`src/rtl/dbg_access_pkg.sv`:
```
`default_nettype none
package dbg_access_pkg;
	// Default widths and depths
	localparam int ADDR_W_DEF = 24;
	localparam int DATA_W = 32;
	localparam int LANE_N = 4;
	localparam int FIFO_DEPTH_DEF = 16;

	// Host commands
	typedef enum logic [1:0] {
		OP_READ = 2'h0,
		OP_WRITE = 2'h1,
		OP_FILL = 2'h2,
		OP_DUMP = 2'h3
	} op_type;

	// Access sizes, log2 of the byte count
	typedef enum logic [1:0] {
		SZ8 = 2'h0,
		SZ16 = 2'h1,
		SZ32 = 2'h2
	} size_type;

	// Sequencer states
	typedef enum logic [2:0] {
		ST_IDLE = 3'h1,
		ST_BUS = 3'h2,
		ST_PUSH = 3'h4
	} state_type;

	// Reset values and lane numbers
	localparam size_type SZ_RST = SZ8;
	localparam logic [1:0] LANE_LOW = 2'h0;
	localparam logic [1:0] LANE_WORD_HI = 2'h2;
	localparam logic [1:0] LANE_LAST = 2'h3;
endpackage
`default_nettype wire

```
`src/rtl/byte_lane_map.sv`:
```
`default_nettype none
module byte_lane_map (
	input wire dbg_access_pkg::size_type size,
	input wire logic [1:0] lane,
	input wire logic [dbg_access_pkg::DATA_W-1:0] wr_data,
	input wire logic [dbg_access_pkg::DATA_W-1:0] rd_word,
	output logic [dbg_access_pkg::LANE_N-1:0] be,
	output logic [dbg_access_pkg::DATA_W-1:0] wr_lanes,
	output logic [dbg_access_pkg::DATA_W-1:0] rd_data
);
	import dbg_access_pkg::*;

	logic [1:0] sh_bytes;
	logic [4:0] sh_bits;
	logic [DATA_W-1:0] mask;
	logic [DATA_W-1:0] lane_mask;

	// Lane 00 is the top byte; the high data byte sits on the addressed lane
	always_comb begin
		unique case (size)
			SZ32: begin
				sh_bytes = LANE_LOW;
				mask = 32'hffffffff;
			end
			SZ16: begin
				sh_bytes = 2'(LANE_WORD_HI - lane);
				mask = 32'h0000ffff;
			end
			default: begin
				sh_bytes = 2'(LANE_LAST - lane);
				mask = 32'h000000ff;
			end
		endcase
	end

	// Place write data, extract read data
	assign sh_bits = {sh_bytes, 3'h0};
	assign wr_lanes = (wr_data & mask) << sh_bits;
	assign rd_data = (rd_word >> sh_bits) & mask;
	assign lane_mask = mask << sh_bits;

	// One strobe per lane
	for (genvar i = 0; i < LANE_N; i++) begin : g_lane
		assign be[i] = |lane_mask[8*i +: 8];
	end
endmodule
`default_nettype wire

```
`src/rtl/sync_fifo.sv`:
```
`default_nettype none
module sync_fifo #(
	parameter int WIDTH = dbg_access_pkg::DATA_W,
	parameter int DEPTH = dbg_access_pkg::FIFO_DEPTH_DEF
) (
	input wire logic core_clk,
	input wire logic rst,
	input wire logic in_valid,
	output logic in_ready,
	input wire logic [WIDTH-1:0] in_data,
	output logic out_valid,
	input wire logic out_ready,
	output logic [WIDTH-1:0] out_data
);
	import dbg_access_pkg::*;

	localparam int PW = $clog2(DEPTH);
	localparam int CW = $clog2(DEPTH + 1);

	logic [WIDTH-1:0] mem_ff [DEPTH];
	logic [PW-1:0] wr_ptr_ff, rd_ptr_ff;
	logic [CW-1:0] cnt_ff;
	logic out_valid_ff;
	logic [WIDTH-1:0] out_data_ff;
	logic push, pop;

	// Full when the array holds DEPTH words
	assign in_ready = cnt_ff != CW'(DEPTH);
	assign push = in_valid && in_ready;
	assign pop = (cnt_ff != '0) && (!out_valid_ff || out_ready);
	assign out_valid = out_valid_ff;
	assign out_data = out_data_ff;

	// Storage write
	always_ff @(posedge core_clk) begin
		if (push) begin
			mem_ff[wr_ptr_ff] <= in_data;
		end
	end

	// Pointers and occupancy
	always_ff @(posedge core_clk or posedge rst) begin
		if (rst) begin
			wr_ptr_ff <= '0;
			rd_ptr_ff <= '0;
			cnt_ff <= '0;
		end else begin
			if (push) begin
				wr_ptr_ff <= PW'((wr_ptr_ff + 1'b1) % DEPTH);
			end
			if (pop) begin
				rd_ptr_ff <= PW'((rd_ptr_ff + 1'b1) % DEPTH);
			end
			cnt_ff <= CW'(cnt_ff + push - pop);
		end
	end

	// Registered output stage
	always_ff @(posedge core_clk or posedge rst) begin
		if (rst) begin
			out_valid_ff <= 1'b0;
			out_data_ff <= '0;
		end else if (pop) begin
			out_valid_ff <= 1'b1;
			out_data_ff <= mem_ff[rd_ptr_ff];
		end else if (out_ready) begin
			out_valid_ff <= 1'b0;
		end
	end
endmodule
`default_nettype wire

```
`src/rtl/debug_mem_aligner.sv`:
```
// Behaviour
// Fill/dump address is previous access address plus previous access size.
// Misaligned 32-bit access clears address bits 1:0; next follows on.
// Realigned 16-bit access keeps its original address as increment base.
// 16-bit access at offset 11 is moved onto lanes 10 and 11.
// 16-bit access at offset 01 stays on lanes 01 and 10.
// Lanes: 32-bit fixed, 16-bit high byte addressed, 8-bit on its lane.
// After a realigned offset-11 word, next access uses original base.
// Host issues a single read or write before any fill or dump; the testbench issues a dump first after its second reset.
`default_nettype none
module debug_mem_aligner #(
	parameter int ADDR_W = dbg_access_pkg::ADDR_W_DEF,
	parameter int FIFO_DEPTH = dbg_access_pkg::FIFO_DEPTH_DEF
) (
	input wire logic core_clk,
	input wire logic rst,
	input wire logic cmd_valid,
	output logic cmd_ready,
	input wire dbg_access_pkg::op_type cmd_op,
	input wire dbg_access_pkg::size_type cmd_size,
	input wire logic [ADDR_W-1:0] cmd_addr,
	input wire logic [dbg_access_pkg::DATA_W-1:0] cmd_wdata,
	output logic mem_req,
	output logic mem_we,
	output logic [ADDR_W-1:0] mem_addr,
	output logic [dbg_access_pkg::LANE_N-1:0] mem_be,
	output logic [dbg_access_pkg::DATA_W-1:0] mem_wdata,
	input wire logic mem_ack,
	input wire logic [dbg_access_pkg::DATA_W-1:0] mem_rdata,
	output logic rd_valid,
	input wire logic rd_ready,
	output logic [dbg_access_pkg::DATA_W-1:0] rd_data,
	output logic done,
	output logic realigned
);
	import dbg_access_pkg::*;

	state_type state_ff;
	logic cmd_ready_ff, mem_req_ff, mem_we_ff, done_ff, realign_ff;
	logic cur_rd_ff, push_valid_ff;
	logic [ADDR_W-1:0] base_ff, mem_addr_ff;
	logic [LANE_N-1:0] mem_be_ff, lane_be;
	logic [DATA_W-1:0] mem_wdata_ff, push_data_ff, lane_wdata, rd_just;
	size_type prev_sz_ff, cur_sz_ff, map_sz;
	logic [1:0] lane_ff, map_lane;
	logic [ADDR_W-1:0] step, acc_addr, eff_addr;
	logic take, seq_cmd, is_read, do_realign, fifo_in_ready;

	// Outputs straight from flops
	assign cmd_ready = cmd_ready_ff;
	assign mem_req = mem_req_ff;
	assign mem_we = mem_we_ff;
	assign mem_addr = mem_addr_ff;
	assign mem_be = mem_be_ff;
	assign mem_wdata = mem_wdata_ff;
	assign done = done_ff;
	assign realigned = realign_ff;

	// Command decode
	assign take = (state_ff == ST_IDLE) && cmd_valid && cmd_ready_ff;
	assign seq_cmd = (cmd_op == OP_FILL) || (cmd_op == OP_DUMP);
	assign is_read = (cmd_op == OP_READ) || (cmd_op == OP_DUMP);

	// Follow-on address from the previous access and its size
	assign step = {{(ADDR_W-1){1'b0}}, 1'b1} << prev_sz_ff;
	assign acc_addr = seq_cmd ? base_ff + step : cmd_addr;

	// Realignment of the access itself
	always_comb begin
		eff_addr = acc_addr;
		do_realign = 1'b0;
		if (cmd_size == SZ32 && acc_addr[1:0] != LANE_LOW) begin
			eff_addr[1:0] = LANE_LOW;
			do_realign = 1'b1;
		end else if (cmd_size == SZ16 && acc_addr[1:0] == LANE_LAST) begin
			eff_addr[1:0] = LANE_WORD_HI;
			do_realign = 1'b1;
		end
		// Offset 01 word passes through onto lanes 01 and 10 R5
	end

	// Lane mapper sees the new command while idle, else the open access
	assign map_sz = (state_ff == ST_IDLE) ? cmd_size : cur_sz_ff;
	assign map_lane = (state_ff == ST_IDLE) ? eff_addr[1:0] : lane_ff;

	byte_lane_map u_lanes (
		.size(map_sz),
		.lane(map_lane),
		.wr_data(cmd_wdata),
		.rd_word(mem_rdata),
		.be(lane_be),
		.wr_lanes(lane_wdata),
		.rd_data(rd_just)
	);

	// Sequencer
	always_ff @(posedge core_clk or posedge rst) begin
		if (rst) begin
			state_ff <= ST_IDLE;
		end else begin
			unique case (state_ff)
				ST_IDLE: begin
					if (take) begin
						state_ff <= ST_BUS;
					end
				end
				ST_BUS: begin
					if (mem_ack) begin
						state_ff <= cur_rd_ff ? ST_PUSH : ST_IDLE;
					end
				end
				ST_PUSH: begin
					if (fifo_in_ready) begin
						state_ff <= ST_IDLE;
					end
				end
				default: begin
					state_ff <= ST_IDLE;
				end
			endcase
		end
	end

	// Increment base: aligned for longwords, original for words
	always_ff @(posedge core_clk or posedge rst) begin
		if (rst) begin
			base_ff <= '0;
			prev_sz_ff <= SZ_RST;
		end else if (take) begin
			base_ff <= (cmd_size == SZ32) ? eff_addr : acc_addr;
			prev_sz_ff <= cmd_size;
		end
	end

	// Access attributes held for the bus phase
	always_ff @(posedge core_clk or posedge rst) begin
		if (rst) begin
			cur_sz_ff <= SZ_RST;
			lane_ff <= LANE_LOW;
			cur_rd_ff <= 1'b0;
			realign_ff <= 1'b0;
		end else if (take) begin
			cur_sz_ff <= cmd_size;
			lane_ff <= eff_addr[1:0];
			cur_rd_ff <= is_read;
			realign_ff <= do_realign;
		end
	end

	// Memory bus request
	always_ff @(posedge core_clk or posedge rst) begin
		if (rst) begin
			mem_req_ff <= 1'b0;
			mem_we_ff <= 1'b0;
			mem_addr_ff <= '0;
			mem_be_ff <= '0;
			mem_wdata_ff <= '0;
		end else if (take) begin
			mem_req_ff <= 1'b1;
			mem_we_ff <= !is_read;
			mem_addr_ff <= {eff_addr[ADDR_W-1:2], LANE_LOW};
			mem_be_ff <= lane_be;
			mem_wdata_ff <= lane_wdata;
		end else if (mem_req_ff && mem_ack) begin
			mem_req_ff <= 1'b0;
		end
	end

	// Read data waits here while the FIFO is full
	always_ff @(posedge core_clk or posedge rst) begin
		if (rst) begin
			push_valid_ff <= 1'b0;
			push_data_ff <= '0;
		end else if (state_ff == ST_BUS && mem_ack && cur_rd_ff) begin
			push_valid_ff <= 1'b1;
			push_data_ff <= rd_just;
		end else if (fifo_in_ready) begin
			push_valid_ff <= 1'b0;
		end
	end

	// Command handshake and completion pulse
	always_ff @(posedge core_clk or posedge rst) begin
		if (rst) begin
			cmd_ready_ff <= 1'b1;
			done_ff <= 1'b0;
		end else begin
			done_ff <= 1'b0;
			if (take) begin
				cmd_ready_ff <= 1'b0;
			end else if ((state_ff == ST_BUS && mem_ack && !cur_rd_ff) ||
				(state_ff == ST_PUSH && fifo_in_ready)) begin
				cmd_ready_ff <= 1'b1;
				done_ff <= 1'b1;
			end
		end
	end

	sync_fifo #(
		.WIDTH(DATA_W),
		.DEPTH(FIFO_DEPTH)
	) u_fifo (
		.core_clk(core_clk),
		.rst(rst),
		.in_valid(push_valid_ff),
		.in_ready(fifo_in_ready),
		.in_data(push_data_ff),
		.out_valid(rd_valid),
		.out_ready(rd_ready),
		.out_data(rd_data)
	);

	// Checking helpers
	logic [ADDR_W-1:0] chk_next;
	logic [ADDR_W-3:0] chk_word, base_word;
	logic mem_start, mem_req_d_ff;

	always_comb begin
		unique case (prev_sz_ff)
			SZ8: chk_next = base_ff + 1'b1;
			SZ16: chk_next = base_ff + 2'h2;
			default: chk_next = base_ff + 3'h4;
		endcase
	end
	assign chk_word = chk_next[ADDR_W-1:2];
	assign base_word = base_ff[ADDR_W-1:2];
	assign mem_start = mem_req_ff && !mem_req_d_ff;

	// Request delayed a cycle to find the first cycle of an access
	always_ff @(posedge core_clk or posedge rst) begin
		if (rst) begin
			mem_req_d_ff <= 1'b0;
		end else begin
			mem_req_d_ff <= mem_req_ff;
		end
	end
endmodule
`default_nettype wire

```
`config.mk`:
```
export PLATFORM = sky130hd
export DESIGN_NAME = debug_mem_aligner
export DESIGN_NICKNAME = d
export VERILOG_FILES = /design/src/rtl/dbg_access_pkg.sv /design/src/rtl/byte_lane_map.sv /design/src/rtl/sync_fifo.sv /design/src/rtl/debug_mem_aligner.sv
export SDC_FILE = /design/constraint.sdc
export NUM_CORES = 1
export LEC_CHECK = 0
export BUFFER_PORTS_ARGS = -buffer_cell sky130_fd_sc_hd__buf_2
export CAP_MARGIN = 25
export CORE_MARGIN = 3
export CORE_UTILIZATION = 40
export CTS_CLUSTER_DIAMETER = 100
export DETAILED_ROUTE_END_ITERATION = 8
export PLACE_DENSITY = 0.56
export SLEW_MARGIN = 20
export SYNTH_ARGS = -nofsm -noshare
export SYNTH_HDL_FRONTEND = slang
export SYNTH_SLANG_ARGS = --single-unit
```
`constraint.sdc`:
```
create_clock -name core_clk -period 4 [get_ports core_clk]
set_input_delay 0.2 -clock core_clk [delete_from_list [all_inputs] [get_ports core_clk]]
set_output_delay 0.2 -clock core_clk [all_outputs]
set_load 0.05 [all_outputs]
```
==> Word level (Yosys, flattened, before mapping) <==
Memories as Yosys holds them, arrays and structs flattened. A register that Yosys moved wholly into a read port is not among the register bits.
Cells that the tools add are included.
{ "op_classes": {"add_sub_neg": 7, "reduce_logical": 30, "muxes": 27, "n_bitwise": 2, "eq_ne": 14, "shift": 4} }
{ "op_table": {"columns": ["cell", "n"], "rows": [
  ["32-bit bitwise AND", 2],
  ["32-bit one-hot mux with 2 select lines", 1],
  ["32-bit by 5-bit left shift with 32-bit output", 2],
  ["8-bit OR reduction", 4],
  ["32-bit by 5-bit >> shifter with 32-bit output", 1],
  ["24-bit adder", 1],
  ["24-bit 2-to-1 mux", 1],
  ["1-bit by 2-bit left shift with 24-bit output (first input constant)", 1],
  ["1-bit 2-to-1 mux", 14],
  ["3-bit 2-to-1 mux", 4],
  ["1-bit logical AND", 11],
  ["2-bit == test (second input constant)", 5],
  ["2-bit 2-to-1 mux", 5],
  ["2-bit nonzero test", 5],
  ["3-bit one-hot mux with 3 select lines", 1],
  ["4-bit by 1-bit adder with 4-bit output (second input constant)", 2],
  ["2-bit != test (second input constant)", 3],
  ["5-bit by 1-bit adder with 5-bit output", 1],
  ["5-bit != test (second input constant)", 1],
  ["5-bit nonzero test", 1],
  ["5-bit by 1-bit subtractor with 5-bit output", 1],
  ["2-bit by 1-bit == test with 1-bit output (second input constant)", 2],
  ["1-bit logical OR", 4],
  ["2-bit one-hot mux with 2 select lines", 1],
  ["other kinds (7)", 10]
]} }
{ "word_totals": {"wordCells": 104, "register_bits": 142, "output_inout_bits": 98, "mem_count": 1, "input_bits": 97, "ram_bits": 512} }
{ "memory_table": {"columns": ["name", "depth", "word_bits", "rd", "rd_ports_with_merged_regs", "wr", "line_no", "source"], "rows": [
  ["u_fifo.mem_ff", 16, 32, 1, 1, 1, "sync_fifo.sv:20", "logic [WIDTH-1:0] mem_ff [DEPTH];"]
]} }

==> Longest topological paths before layout <==
Gate-level depths: netlist of the first run.
{ "depth": {"ltp_word": 12, "depth_mapped": 15, "ltp_nobuf": 13} }

==> Hierarchy <==
A second synthesis of the first run with hierarchy kept.
{ "unflattened": {"hier_cells": 1692, "hier_area_um2": 28172.0} }
{ "modules_own_cells": {"columns": ["mod", "cells_per_inst", "area_each_um2", "seq_area_each_um2", "n_inst"], "rows": [
  ["sync_fifo", 950, 21558.2, 16525.8, 1],
  ["debug_mem_aligner", 517, 5181.2, 2655.0, 1],
  ["byte_lane_map", 225, 1432.6, 0.0, 1]
]} }

==> Worst setup path before layout of the first run <==
Ideal clock, no wire load.
{ "synth_path": {"path_kind": "register to register", "start": "register u_fifo.cnt_ff[2]", "end": "memory u_fifo.mem_ff[3][0] (netlist bit) (enable)", "required_ns": 3.499, "path_stages_with_launch": 6, "arrival_ns": 3.886, "synth_period_minus_slack_ns": 4.387, "setup_time_ns": 0.501, "n_path_buf": 0, "slack_ns": -0.387, "path_cell_list": "dfrtp_1 -> inv_1 -> ha_1 -> nand3_1 -> nand2_1 -> nor4_1"} }
{ "synth_via": {"elab_chain_len": 4} }
{ "synth_rtl": {"columns": ["element", "line_no", "source"], "rows": [
  ["start: declaration", "sync_fifo.sv:22", "logic [CW-1:0] cnt_ff;"],
  ["start signal: assignment", "sync_fifo.sv:54", "cnt_ff <= CW'(cnt_ff + push - pop);"],
  ["5-bit != test", "sync_fifo.sv:28", "assign in_ready = cnt_ff != CW'(DEPTH);"],
  ["1-bit logical AND", "sync_fifo.sv:29", "assign push = in_valid && in_ready;"],
  ["1-bit 2-to-1 mux", "sync_fifo.sv:36", "if (push) begin"],
  ["1-bit 2-to-1 mux (not written as such)", "sync_fifo.sv:37", "mem_ff[wr_ptr_ff] <= in_data;"],
  ["end: declaration", "sync_fifo.sv:20", null]
]} }
No other way between the ends.

==> Worst setup path after layout of the first run <==
{ "layout_path": {"start": "register state_ff[0]", "end": "register mem_wdata_ff[31], in the netlist mem_wdata[31]"} }
{ "layout_via": {"elab_chain_len": 6, "word_cells_on_any_way": 13, "classes_between": "add/sub (2); eq/ne (3); shift (1); mux (4); bitwise (1); reduce/logical (2)"} }
{ "layout_rtl": {"columns": ["element", "line_no", "source"], "rows": [
  ["start: declaration", "debug_mem_aligner.sv:38", "state_type state_ff;"],
  ["start signal: assignment", "debug_mem_aligner.sv:109", "state_ff <= cur_rd_ff ? ST_PUSH : ST_IDLE;"],
  ["3-bit by 1-bit == test with 1-bit output (*)", "debug_mem_aligner.sv:60, debug_mem_aligner.sv:83, debug_mem_aligner.sv:84", null],
  ["2-bit 2-to-1 mux", "debug_mem_aligner.sv:83", "assign map_sz = (state_ff == ST_IDLE) ? cmd_size : cur_sz_ff;"],
  ["2-bit by 1-bit == test with 1-bit output / 2-bit == test (equally long branches)", "byte_lane_map.sv:20", "unique case (size)"],
  ["32-bit one-hot mux with 2 select lines", "byte_lane_map.sv:20", null],
  ["32-bit bitwise AND", "byte_lane_map.sv:38", "assign wr_lanes = (wr_data & mask) << sh_bits;"],
  ["32-bit by 5-bit left shift with 32-bit output", "byte_lane_map.sv:38", null],
  ["end signal: assignment", "debug_mem_aligner.sv:163", "mem_wdata_ff <= lane_wdata;"],
  ["end: declaration", "debug_mem_aligner.sv:43", "logic [DATA_W-1:0] mem_wdata_ff, push_data_ff, lane_wdata, rd_just;"]
]} }
Every way passes the cells marked *; elsewhere a longest branch is shown, timed or not.
A chain may end at the register's enable or synchronous reset.

==> results of run 1 <==
Yosys cell counts, types with 9 or more instances:
cell type  instances
o21ai_1           31
a311oi_1           9
nor3_1             9
ha_1              19
clkbuf_1          56
a21oi_1           54
o21ai_0           44
dfrtp_1          150
buf_2             15
nand2_1          119
edfxtp_1         512
mux4_2           160
o221ai_1          21
a32oi_1           25
a22o_1             9
nor2_1            35
mux2_2            38
mux2i_1            9
inv_1             30
buf_4             28
and3_1            18
nand3_1           13
a21o_1            10
state kept, by name, summed over array words and instances (netlist names):
signal            flops
u_fifo.mem_ff       512
mem_wdata            32
push_data_ff         32
u_fifo.out_data      32
base_ff              24
u_fifo.cnt_ff         5
mem_be                4
u_fifo.rd_ptr_ff      4
u_fifo.wr_ptr_ff      4
state_ff              3
cur_sz_ff             2
lane_ff               2
cmd_ready             1
cur_rd_ff             1
done                  1
mem_req               1
mem_we                1
push_valid_ff         1
realigned             1
u_fifo.out_valid      1
where the power goes:
| part | total (W) | internal [W] | leakage (nW) | switching [W] |
|---|---|---|---|---|
| registers | 0.00899 | 0.00809 | 6.39 | 0.000894 |
| clock network | 0.00640 | 0.00372 | 1.10 | 0.00269 |
| logic | 0.00688 | 0.00284 | 3.92 | 0.00404 |
| total | 0.0223 | 0.0147 | 11.4 | 0.00762 |
through the flow:
step | total power, W | setup TNS (ns) | worst slack (ns) | area (um^2)
global placement | 0.0159 | 0 | 0.573 | 29500
global route | 0.0233 | 0 | 0.0180 | 32700
CTS | 0.0225 | 0 | 0.187 | 32600
detailed placement | 0.0160 | 0 | 0.461 | 29500
floorplan | 0.0141 | -49.51 | -0.387 | 27400
finish | 0.0223 | 0 | 0.208 | 32700
how the worst max path moves through the flow:
stage | endpoint | slack (ns) | cells after the start
after floorplan | u_fifo.mem_ff[3][0] | -0.39 | 5
after global placement | mem_wdata[23] | 0.57 | 11
after detailed placement | mem_wdata[18] | 0.46 | 11
after CTS | mem_wdata[24] | 0.19 | 12
after global routing | mem_wdata[24] | 0.02 | 11
final | mem_wdata[31] | 0.21 | 11
cell type report:
type,count,area (um^2),area share
Multi-Input combinational cell,744,7600,0.232
Timing Repair Buffer,332,2410,0.0739
Antenna cell,8,20.0,0.000612
Clock inverter,37,303,0.00926
Clock buffer,94,1960,0.0598
Inverter,31,120,0.00367
Tap cell,873,1090,0.0334
Sequential cell,664,19200,0.587
cell families after synthesis:
group,share of synthesized area
AOI/OAI and AO/OA,0.0622
xor gates and xnor gates,0.00352
adders and majority gates,0.0102
buffers and inverters,0.0248
DFF,0.701
muxes,0.153
other,0.000137
and+or+nand+nor,0.0450
critical path, delay by kind of cell, from the launching register on:
family / cells / cell delay, ns
multiplexers: 1 / 0.30
flip-flops: 1 / 0.62
buffers and inverters: 2 / 0.79
AND/OR/NAND/NOR: 2 / 0.64
AO/OA/AOI/OAI: 5 / 0.94
adder cells (fa/ha/maj): 1 / 0.39
what timing repair did:
action / CTS / global route
hold buffers: 86 / 0
endpoints found under the setup margin: 0 / 3
endpoints found under the hold margin: 115 / 0
buffers inserted: 0 / 2
gates resized for setup: 0 / 2
routing by layer:
layer / track usage / share of wire
met3: 0.0465 / 0.072
met4: 0.0503 / 0.018
met5: 0 / 0.00065
met2: 0.328 / 0.48
met1: 0.280 / 0.43
==> results.py, run 1 <==
metrics = {
    "synth": {
        "synth.top_cell.area_share": 0.562,
        "postSynthAreaPerCell_um2": 17.7,
        "synth_flop_cell": "edfxtp_1",
        "synth-seq-cells": 664,
        "syn_area_um2": 27400,
        "yosysUniqueCellTypes": 76,
        "synth_area_leaders": "edfxtp_1 (56%), dfrtp_1 (14%), mux4_2 (13%), nand2_1 (1.6%), mux2_2 (1.6%)",
        "synth_warnings": 0,
        "synth_cells": 1547,
        "synth_seq_area_share": 0.701,
        "synth-async-reset-ratio": 0.229,
        "yosys.area.top_type": "edfxtp_1",
        "synth_edf_count": 512,
    },
    "critical_path": {
        "crit_fanout": 11,
        "slowest_delay_ns": 0.62,
        "reg2reg_depth": 11,
        "crit_type": "reg2reg",
        "critPathLaunchType": "register",
        "crit_start": "state_ff[0]",
        "crit_required_ns": 4.49,
        "reg2reg_from": "state_ff[0]",
        "cp.arrival_ns": 4.28,
        "end_kind": "register",
        "slowest_stage": "dfstp_2",
        "r2r-end": "mem_wdata[31]",
        "ff2ff_setup_slack_ns": 0.21,
        "cp_cell_sequence": "nor3b_4, mux2i_1, ha_1, nor2b_1, o2111a_2, a21o_1, buf_4, a21oi_4, o221ai_1, o21ai_0, dlygate4sd3_1",
    },
    "global_routing": {
        "grt_start_max_net_pins": 67,
        "antenna_found_initial": 13,
        "grt_pass1_vias": 16300,
        "gr-total-overflow": 0,
        "grt_pass1_wl_um": 107000,
        "grt.total_usage": 0.202,
    },
    "placement": {
        "portBuffers": 192,
        "place_congestion": 0.875,
        "hpwlAfterDp_um": 43300,
        "dp_cells": 2555,
    },
    "cells_and_area": {
        "final_nets": 1962,
        "utilization": 0.484,
        "final_common_cell": "edfxtp_1",
        "drive_gt1_frac": 0.311,
        "fillers": 5643,
        "layout.cells.non_filler": 2783,
        "final_cell_mix": "edfxtp_1 (512), buf_2 (192), mux4_2 (160)",
        "area.growth.synth_to_final_pct": 19.5,
    },
    "power": {
        "leakagePower_nw": 11.4,
        "vdd_drop_max_mv": 0.639,
        "power_density_nw_per_um2": 681,
    },
    "route": {
        "via_per_inst": 5.63,
        "drc": 0,
        "ant_nets": 0,
        "vias": 15700,
        "first_pass_iters": 5,
        "routed_wl_um": 71100,
        "avgRoutedWirePerCell_um": 25.6,
        "drt_iter0_markers": 1200,
    },
    "sta": {
        "worst_pin_slew_ns": 0.901,
        "drv_slew": 0,
        "hold-worst-slack_ns": 0.0225,
        "setup_violations": 0,
        "rsz0062_at_grt": "no",
        "min_period_ns": 3.79,
        "period_share": 0.948,
        "hold_violations": 0,
        "relSlewSlack": 0.399,
        "fin_skew_ns": 0.0264,
        "fmax_ghz": 0.264,
    },
    "flow_run": {
        "timing.max_cap.violations": 0,
    },
    "floorplan": {
        "start_util": 0.405,
        "die_w_um": 268,
        "rows": 95,
        "dieArea_um2": 71600,
        "die_h_um": 268,
        "pin_count": 195,
        "core_area_um2": 67500,
    },
    "cts": {
        "worstSkewPairLatency_ns": 0.61,
        "cts_max_level": 3,
        "cts_tree": "yes",
        "cts.sinks": 664,
        "clock_tree.root_cell": "clkbuf_16",
        "cts_made_buffers": 71,
        "clk_pin_slew_worst_paths_ns": 0.06,
        "clock_path_buffers": 3,
    },
    "min_path": {
        "hold_depth": 3,
        "min_from": "mem_rdata[9]",
        "hold_path_class": "in2reg",
        "hold_path_end": "push_data_ff[1]",
    },
    "run_status": {
        "outcome": "finished clean",
    },
}
(Power assumes the default switching activity.)
==> inputs of run 2 (changes only) <==
CORE_MARGIN = unset   (was 3)
RECOVER_POWER = 100   (was unset)
SYNTH_HIERARCHICAL = 1   (was unset)
==> run 2 against run 1 <==
The run now ends with max-capacitance violations, max-slew violations left. Cell count up 5.5%. Wire length up 0.10%. Register-to-register slack better by 0.04 ns. Sequential share of layout area up 0.40 points. Area after synthesis up 3.0%. Setup slack better by 0.040 ns. First-iteration DRC count down 7.5%. Critical path type unchanged. Critical endpoint is now u_fifo/mem_ff[10][3]. Highest routed layer unchanged.
==> results.py, run 2 <==
metrics = {
    "route": {
        "routed_wl_um": 71200,
        "first_pass_iters": 5,
        "ant_nets": 0,
        "vias": 16100,
        "drc": 0,
        "via_per_inst": 5.48,
        "highest_layer": "met5",
        "wl_met3_um": 4730,
        "avgRoutedWirePerCell_um": 24.2,
        "wl_met1_um": 30800,
        "wl_met2_um": 34200,
        "drt_iter0_markers": 1110,
    },
    "floorplan": {
        "rows": 96,
        "core_area_um2": 69200,
        "die_h_um": 267,
        "pin_count": 195,
        "die_w_um": 267,
        "dieArea_um2": 71500,
        "start_util": 0.407,
    },
    "power": {
        "power_density_nw_per_um2": 708,
        "vdd_drop_max_mv": 0.592,
        "leakagePower_nw": 11.8,
    },
    "synth": {
        "yosys.area.top_type": "edfxtp_1",
        "synth_edf_count": 512,
        "synth-seq-cells": 664,
        "synth-async-reset-ratio": 0.229,
        "synth_cells": 1692,
        "synth_flop_cell": "edfxtp_1",
        "synth.top_cell.area_share": 0.546,
        "syn_area_um2": 28200,
        "synth_warnings": 6,
        "synth_commonest_cells": "edfxtp_1 (512), nand2_1 (157), dfrtp_1 (150)",
        "synth_seq_area_share": 0.681,
        "synth_most_common_cell": "edfxtp_1",
        "yosysUniqueCellTypes": 79,
        "synth_area_leaders": "edfxtp_1 (55%), dfrtp_1 (13%), mux4_2 (9.2%), mux2i_1 (2.3%), nand2_1 (2.1%)",
        "postSynthAreaPerCell_um2": 16.7,
    },
    "sta": {
        "period_share": 0.938,
        "drv_slew": 149,
        "hold-worst-slack_ns": 0.0338,
        "setup_violations": 0,
        "fmax_ghz": 0.267,
        "tns_ns": 0,
        "fin_skew_ns": 0.0211,
        "worst_pin_slew_ns": 1.97,
        "rsz0062_at_grt": "no",
        "relSlewSlack": -0.322,
        "min_period_ns": 3.75,
        "hold_violations": 0,
    },
    "cells_and_area": {
        "fin_area_um2": 32500,
        "utilization": 0.469,
        "final_common_cell": "edfxtp_1",
        "top_register": "u_fifo/mem_ff",
        "drive_gt1_frac": 0.226,
        "final_cell_mix": "edfxtp_1 (512), nand2_1 (157), dfrtp_1 (147)",
        "area.growth.synth_to_final_pct": 15.3,
        "final_nets": 2056,
        "fillers": 6127,
        "largest_reg_flops": 512,
    },
    "critical_path": {
        "slowest_delay_ns": 1.13,
        "critPathLaunchType": "register",
        "end_kind": "register",
        "slowest_stage": "and2_0",
        "crit_type": "reg2reg",
        "path_buf_inv": 3,
        "crit_required_ns": 4.28,
        "cp_cell_sequence": "inv_1, ha_1, nand4bb_1, and2_0, inv_1, nor3b_1, and2_0, clkbuf_2",
        "cp_top_family": "simple AND/OR/NAND/NOR gates",
        "crit_start": "u_fifo/cnt_ff[3]",
        "crit_fanout": 13,
        "cp.arrival_ns": 4.03,
        "reg2reg_from": "u_fifo/cnt_ff[3]",
    },
    "flow_run": {
        "timing.max_cap.violations": 6,
    },
    "cts": {
        "cts_tree": "yes",
        "cts_made_buffers": 72,
        "postCtsSetupBuffers": 0,
        "cts_max_level": 3,
        "clk_pin_slew_worst_paths_ns": 0.06,
        "ctsResizeCount": 0,
        "cts.sinks": 664,
        "clock_tree.root_cell": "clkbuf_16",
        "clock_path_buffers": 3,
        "worstSkewPairLatency_ns": 0.61,
    },
    "placement": {
        "dpl_cell_area_um2": 30000,
        "portBuffers": 192,
        "hpwlAfterDp_um": 41900,
        "place_congestion": 0.873,
    },
    "global_routing": {
        "gr-total-overflow": 0,
        "grt_pass1_wl_um": 106000,
        "antenna_found_initial": 13,
        "grt_pass1_vias": 16500,
        "grt.total_usage": 0.203,
        "grt_start_max_net_pins": 70,
    },
    "min_path": {
        "hold_path_class": "in2reg",
        "min_from": "cmd_wdata[30]",
    },
    "run_status": {
        "outcome": "complete, but fails checks",
        "violations": "max-capacitance violations, max-slew violations",
    },
}
[run 2: final timing paths]
check	slack, ns	end	depth (start not counted)
max	0.25	u_fifo/mem_ff[10][3]	8
min in group asynchronous	0.60	u_fifo/out_valid	3
max reg2reg	0.25	u_fifo/mem_ff[10][3]	8
min reg2reg	0.48	mem_wdata[15]	2
min	0.03	mem_wdata[30]	5
max in group asynchronous	0.88	mem_wdata[1]	4
[run 2: logic make-up (layout without fill, tap and decap cells)]
family | Yosys count | after routing | synth area share
other cells | 1 | 10 | 0.000133
flops | 664 | 664 | 0.681
fa+ha+maj | 21 | 21 | 0.00986
buf+inv | 166 | 471 | 0.0366
mux | 239 | 239 | 0.145
xor+xnor | 11 | 11 | 0.00342
compound gates | 233 | 233 | 0.0638
simple gates | 357 | 357 | 0.0599
[run 2: metal layers]
metal  GRT usage  vias up
met5           0        -
met4      0.0564       14
met3      0.0442       94
met2       0.330      509
met1       0.274     8407
li1            -     7076
[run 2: tightest hold or removal path, cell delays in order]
cell and delay, ns:
buf_2 0.10, mux2i_1 0.06, o22ai_1 0.12, nand2_1 0.07
nand2_1 0.05
[run 2: timing repair]
item / CTS / global route
hold buffers: 57 / 0
endpoints found under the hold margin: 118 / 0
setup endpoints to repair: 0 / 1
[run 2: area by class of cell]
| cell class | count | area [um^2] | area share |
|---|---|---|---|
| Antenna cell | 8 | 20.0 | 0.000616 |
| Clock buffer | 96 | 1930 | 0.0595 |
| Clock inverter | 38 | 367 | 0.0113 |
| Inverter | 37 | 141 | 0.00435 |
| Multi-Input combinational cell | 863 | 7850 | 0.242 |
| Sequential cell | 664 | 19200 | 0.591 |
| Tap cell | 931 | 1160 | 0.0359 |
| Timing Repair Buffer | 300 | 1810 | 0.0557 |
[run 2: power breakdown]
group	internal, W	switching, W
Sequential	0.00818	0.000935
Combinational	0.00277	0.00466
Clock	0.00375	0.00270
Total	0.0147	0.00830
[run 2: stage by stage]
step / worst slack, ns / power, W / instances
after floorplan: -0.628 / 0.0152 / 1693
after global placement: 0.407 / 0.0169 / 2737
after detailed placement: 0.288 / 0.0170 / 2737
after CTS: 0.276 / 0.0236 / 2928
after global routing: 0.00570 / 0.0241 / 2933
final: 0.248 / 0.0230 / 2937
==> inputs of run 3 (changes only) <==
ABC_AREA = 1   (was unset)
CAP_MARGIN = unset   (was 25)
==> run 3 against run 2 <==
The flow finishes with violations (design-rule violations, max-capacitance violations, max-slew violations). Worst hold slack lost 0.016 ns. Non-clock buffer count shrank 14. Sequential power grew 4.4%. Critical path type unchanged. Largest power group is now combinational logic.
==> results.py, run 3 <==
metrics = {
    "run_status": {
        "outcome": "complete, but fails checks",
        "violations": "design-rule violations, max-capacitance violations, max-slew violations",
    },
    "synth": {
        "synth_warnings": 6,
        "synth_commonest_cells": "nand2_1 (1220), edfxtp_1 (512), nand3_1 (411)",
        "synth_edf_count": 512,
        "synth_most_common_cell": "nand2_1",
        "synth_seq_area_share": 0.648,
        "postSynthAreaPerCell_um2": 10.1,
        "synth-async-reset-ratio": 0.229,
        "synth_flop_cell": "edfxtp_1",
        "synth-seq-cells": 664,
        "syn_area_um2": 29600,
        "yosys.area.top_type": "edfxtp_1",
        "yosysUniqueCellTypes": 45,
        "synth.top_cell.area_share": 0.520,
        "synth_area_leaders": "edfxtp_1 (52%), nand2_1 (15%), dfrtp_1 (13%), nand3_1 (7.0%), inv_1 (1.6%)",
        "synth_cells": 2933,
    },
    "critical_path": {
        "end_kind": "register",
        "slowest_delay_ns": 1.14,
        "cp_top_family": "simple AND/OR/NAND/NOR gates",
        "ff2ff_setup_slack_ns": 0.29,
        "crit_fanout": 17,
        "slowest_stage": "nor2_2",
        "crit_required_ns": 4.22,
        "cp_cell_sequence": "inv_1, ha_1, nand4_1, nand2_1, inv_1, nand2_1, nor2_2, clkbuf_2",
        "path_buf_inv": 3,
        "crit_type": "reg2reg",
        "cp.arrival_ns": 3.93,
        "critPathLaunchType": "register",
    },
    "cts": {
        "worstSkewPairLatency_ns": 0.62,
        "ctsResizeCount": 0,
        "cts_tree": "yes",
        "cts.sinks": 664,
        "clock_tree.root_cell": "clkbuf_16",
        "cts_made_buffers": 72,
        "clock_path_buffers": 3,
        "cts_max_level": 3,
        "clk_pin_slew_worst_paths_ns": 0.06,
    },
    "power": {
        "leakagePower_nw": 14.2,
        "vdd_drop_max_mv": 0.460,
        "power_density_nw_per_um2": 809,
        "finalPower_w": 0.0273,
    },
    "global_routing": {
        "grt_pass1_vias": 20700,
        "grt_start_max_net_pins": 164,
        "grt.total_usage": 0.221,
        "antenna_found_initial": 22,
        "grt_pass1_wl_um": 126000,
        "gr-total-overflow": 0,
    },
    "sta": {
        "setup_violations": 0,
        "relSlewSlack": -0.729,
        "drv_slew": 326,
        "worst_pin_slew_ns": 2.58,
        "rsz0062_at_grt": "no",
        "min_period_ns": 3.71,
        "fin_skew_ns": 0.0256,
        "hold_violations": 0,
        "tns_ns": 0,
        "period_share": 0.928,
        "fmax_ghz": 0.270,
    },
    "cells_and_area": {
        "largest_reg_flops": 512,
        "utilization": 0.461,
        "area.growth.synth_to_final_pct": 14.0,
        "final_cell_mix": "nand2_1 (1222), edfxtp_1 (512), nand3_1 (413)",
        "layout.cells.non_filler": 4141,
        "drive_gt1_frac": 0.0916,
        "multi_input_area_um2": 8740,
        "top_register": "u_fifo/mem_ff",
        "seqCellArea_um2": 19200,
        "final_common_cell": "nand2_1",
        "final_nets": 3236,
        "fillers": 6896,
    },
    "placement": {
        "dp_cells": 3966,
        "hpwlAfterDp_um": 49600,
        "place_congestion": 0.914,
        "portBuffers": 192,
    },
    "route": {
        "avgRoutedWirePerCell_um": 19.9,
        "drc": 16,
        "vias": 21300,
        "via_per_inst": 5.15,
        "ant_nets": 0,
        "drt_iter0_markers": 1488,
        "routed_wl_um": 82300,
        "first_pass_iters": 8,
    },
    "floorplan": {
        "rows": 99,
        "die_h_um": 274,
        "start_util": 0.405,
        "pin_count": 195,
        "core_area_um2": 73100,
        "dieArea_um2": 75000,
        "die_w_um": 274,
    },
    "min_path": {
        "hold_path_class": "in2reg",
    },
    "flow_run": {
        "timing.max_cap.violations": 13,
    },
}
-- run 3: changes by cell type after synthesis, moves of 40 or more --
cell / previous run / this run
inv_1: 35 / 129
mux2_2: 44 / 4
mux2i_1: 66 / 0
mux4_2: 115 / 0
nand2_1: 157 / 1220
nand3_1: 13 / 411
o22ai_1: 50 / 2
-- run 3: timing repair --
item | 4_1_cts | 5_1_grt
setup buffers | 0 | 0
hold buffers | 37 | 0
endpoints found under the hold margin | 113 | 0
setup endpoints to repair | 0 | 0
-- run 3: area by class of cell --
cell class / count / area share
sequential: 664 / 0.569
multi-input combinational: 1960 / 0.259
clock buffer: 95 / 0.0596
timing repair buffer: 286 / 0.0484
tap: 959 / 0.0356
inverter: 134 / 0.0151
clock inverter: 38 / 0.0127
antenna: 5 / 0.000371
-- run 3: report_power, final --
part / switching (W) / total [W] / internal (W)
registers: 0.00104 / 0.00951 / 0.00847
clock network: 0.00277 / 0.00680 / 0.00403
logic: 0.00801 / 0.0110 / 0.00295
total: 0.0118 / 0.0273 / 0.0154
-- run 3: worst paths after layout --
check / cells after the start / start / to
min in group asynchronous: 3 / rst / u_fifo/wr_ptr_ff[2]
worst max register to register: 8 / u_fifo/cnt_ff[2] / u_fifo/mem_ff[9][8]
max in group asynchronous: 4 / rst / u_fifo/rd_ptr_ff[0]
worst min register to register: 2 / mem_wdata[14] / mem_wdata[14]
worst max-delay path: 8 / u_fifo/cnt_ff[2] / u_fifo/mem_ff[9][8]
worst min-delay path: 6 / mem_rdata[0] / push_data_ff[0]
-- run 3: cell families after synthesis --
kind of cell / after synthesis / synth area share
flops: 664 / 0.648
buf+inv: 310 / 0.0549
fa+ha+maj: 21 / 0.00939
simple gates: 1776 / 0.247
xor+xnor: 11 / 0.00326
compound gates: 118 / 0.0207
other cells: 1 / 0.000127
mux: 32 / 0.0157
-- run 3: worst reg2reg max path, cell delays in order, from the launching register on --
cell,delay [ns]
dfrtp_1,0.35
inv_1,0.07
ha_1,0.21
nand4_1,0.15
nand2_1,0.18
inv_1,0.18
nand2_1,0.19
nor2_2,1.14
clkbuf_2,0.84
-- run 3: through the flow --
stage | hold WS, ns | instance area, um^2 | worst slack (ns)
finish | 0.0182 | 33700 | 0.290
global route | 0.0339 | 33700 | 0.121
CTS | 0.000224 | 34100 | 0.515
detailed placement | 0.359 | 31300 | 0.523
global placement | 0.332 | 31300 | 0.516
floorplan | 0.307 | 29600 | 0.902
-- run 3: routing by layer --
layer / track usage / up-vias / share of wire
met5: 0 / - / 0.0025
met3: 0.0493 / 146 / 0.070
met2: 0.374 / 681 / 0.49
met4: 0.0674 / 32 / 0.022
li1: - / 10100 / -
met1: 0.282 / 10400 / 0.42
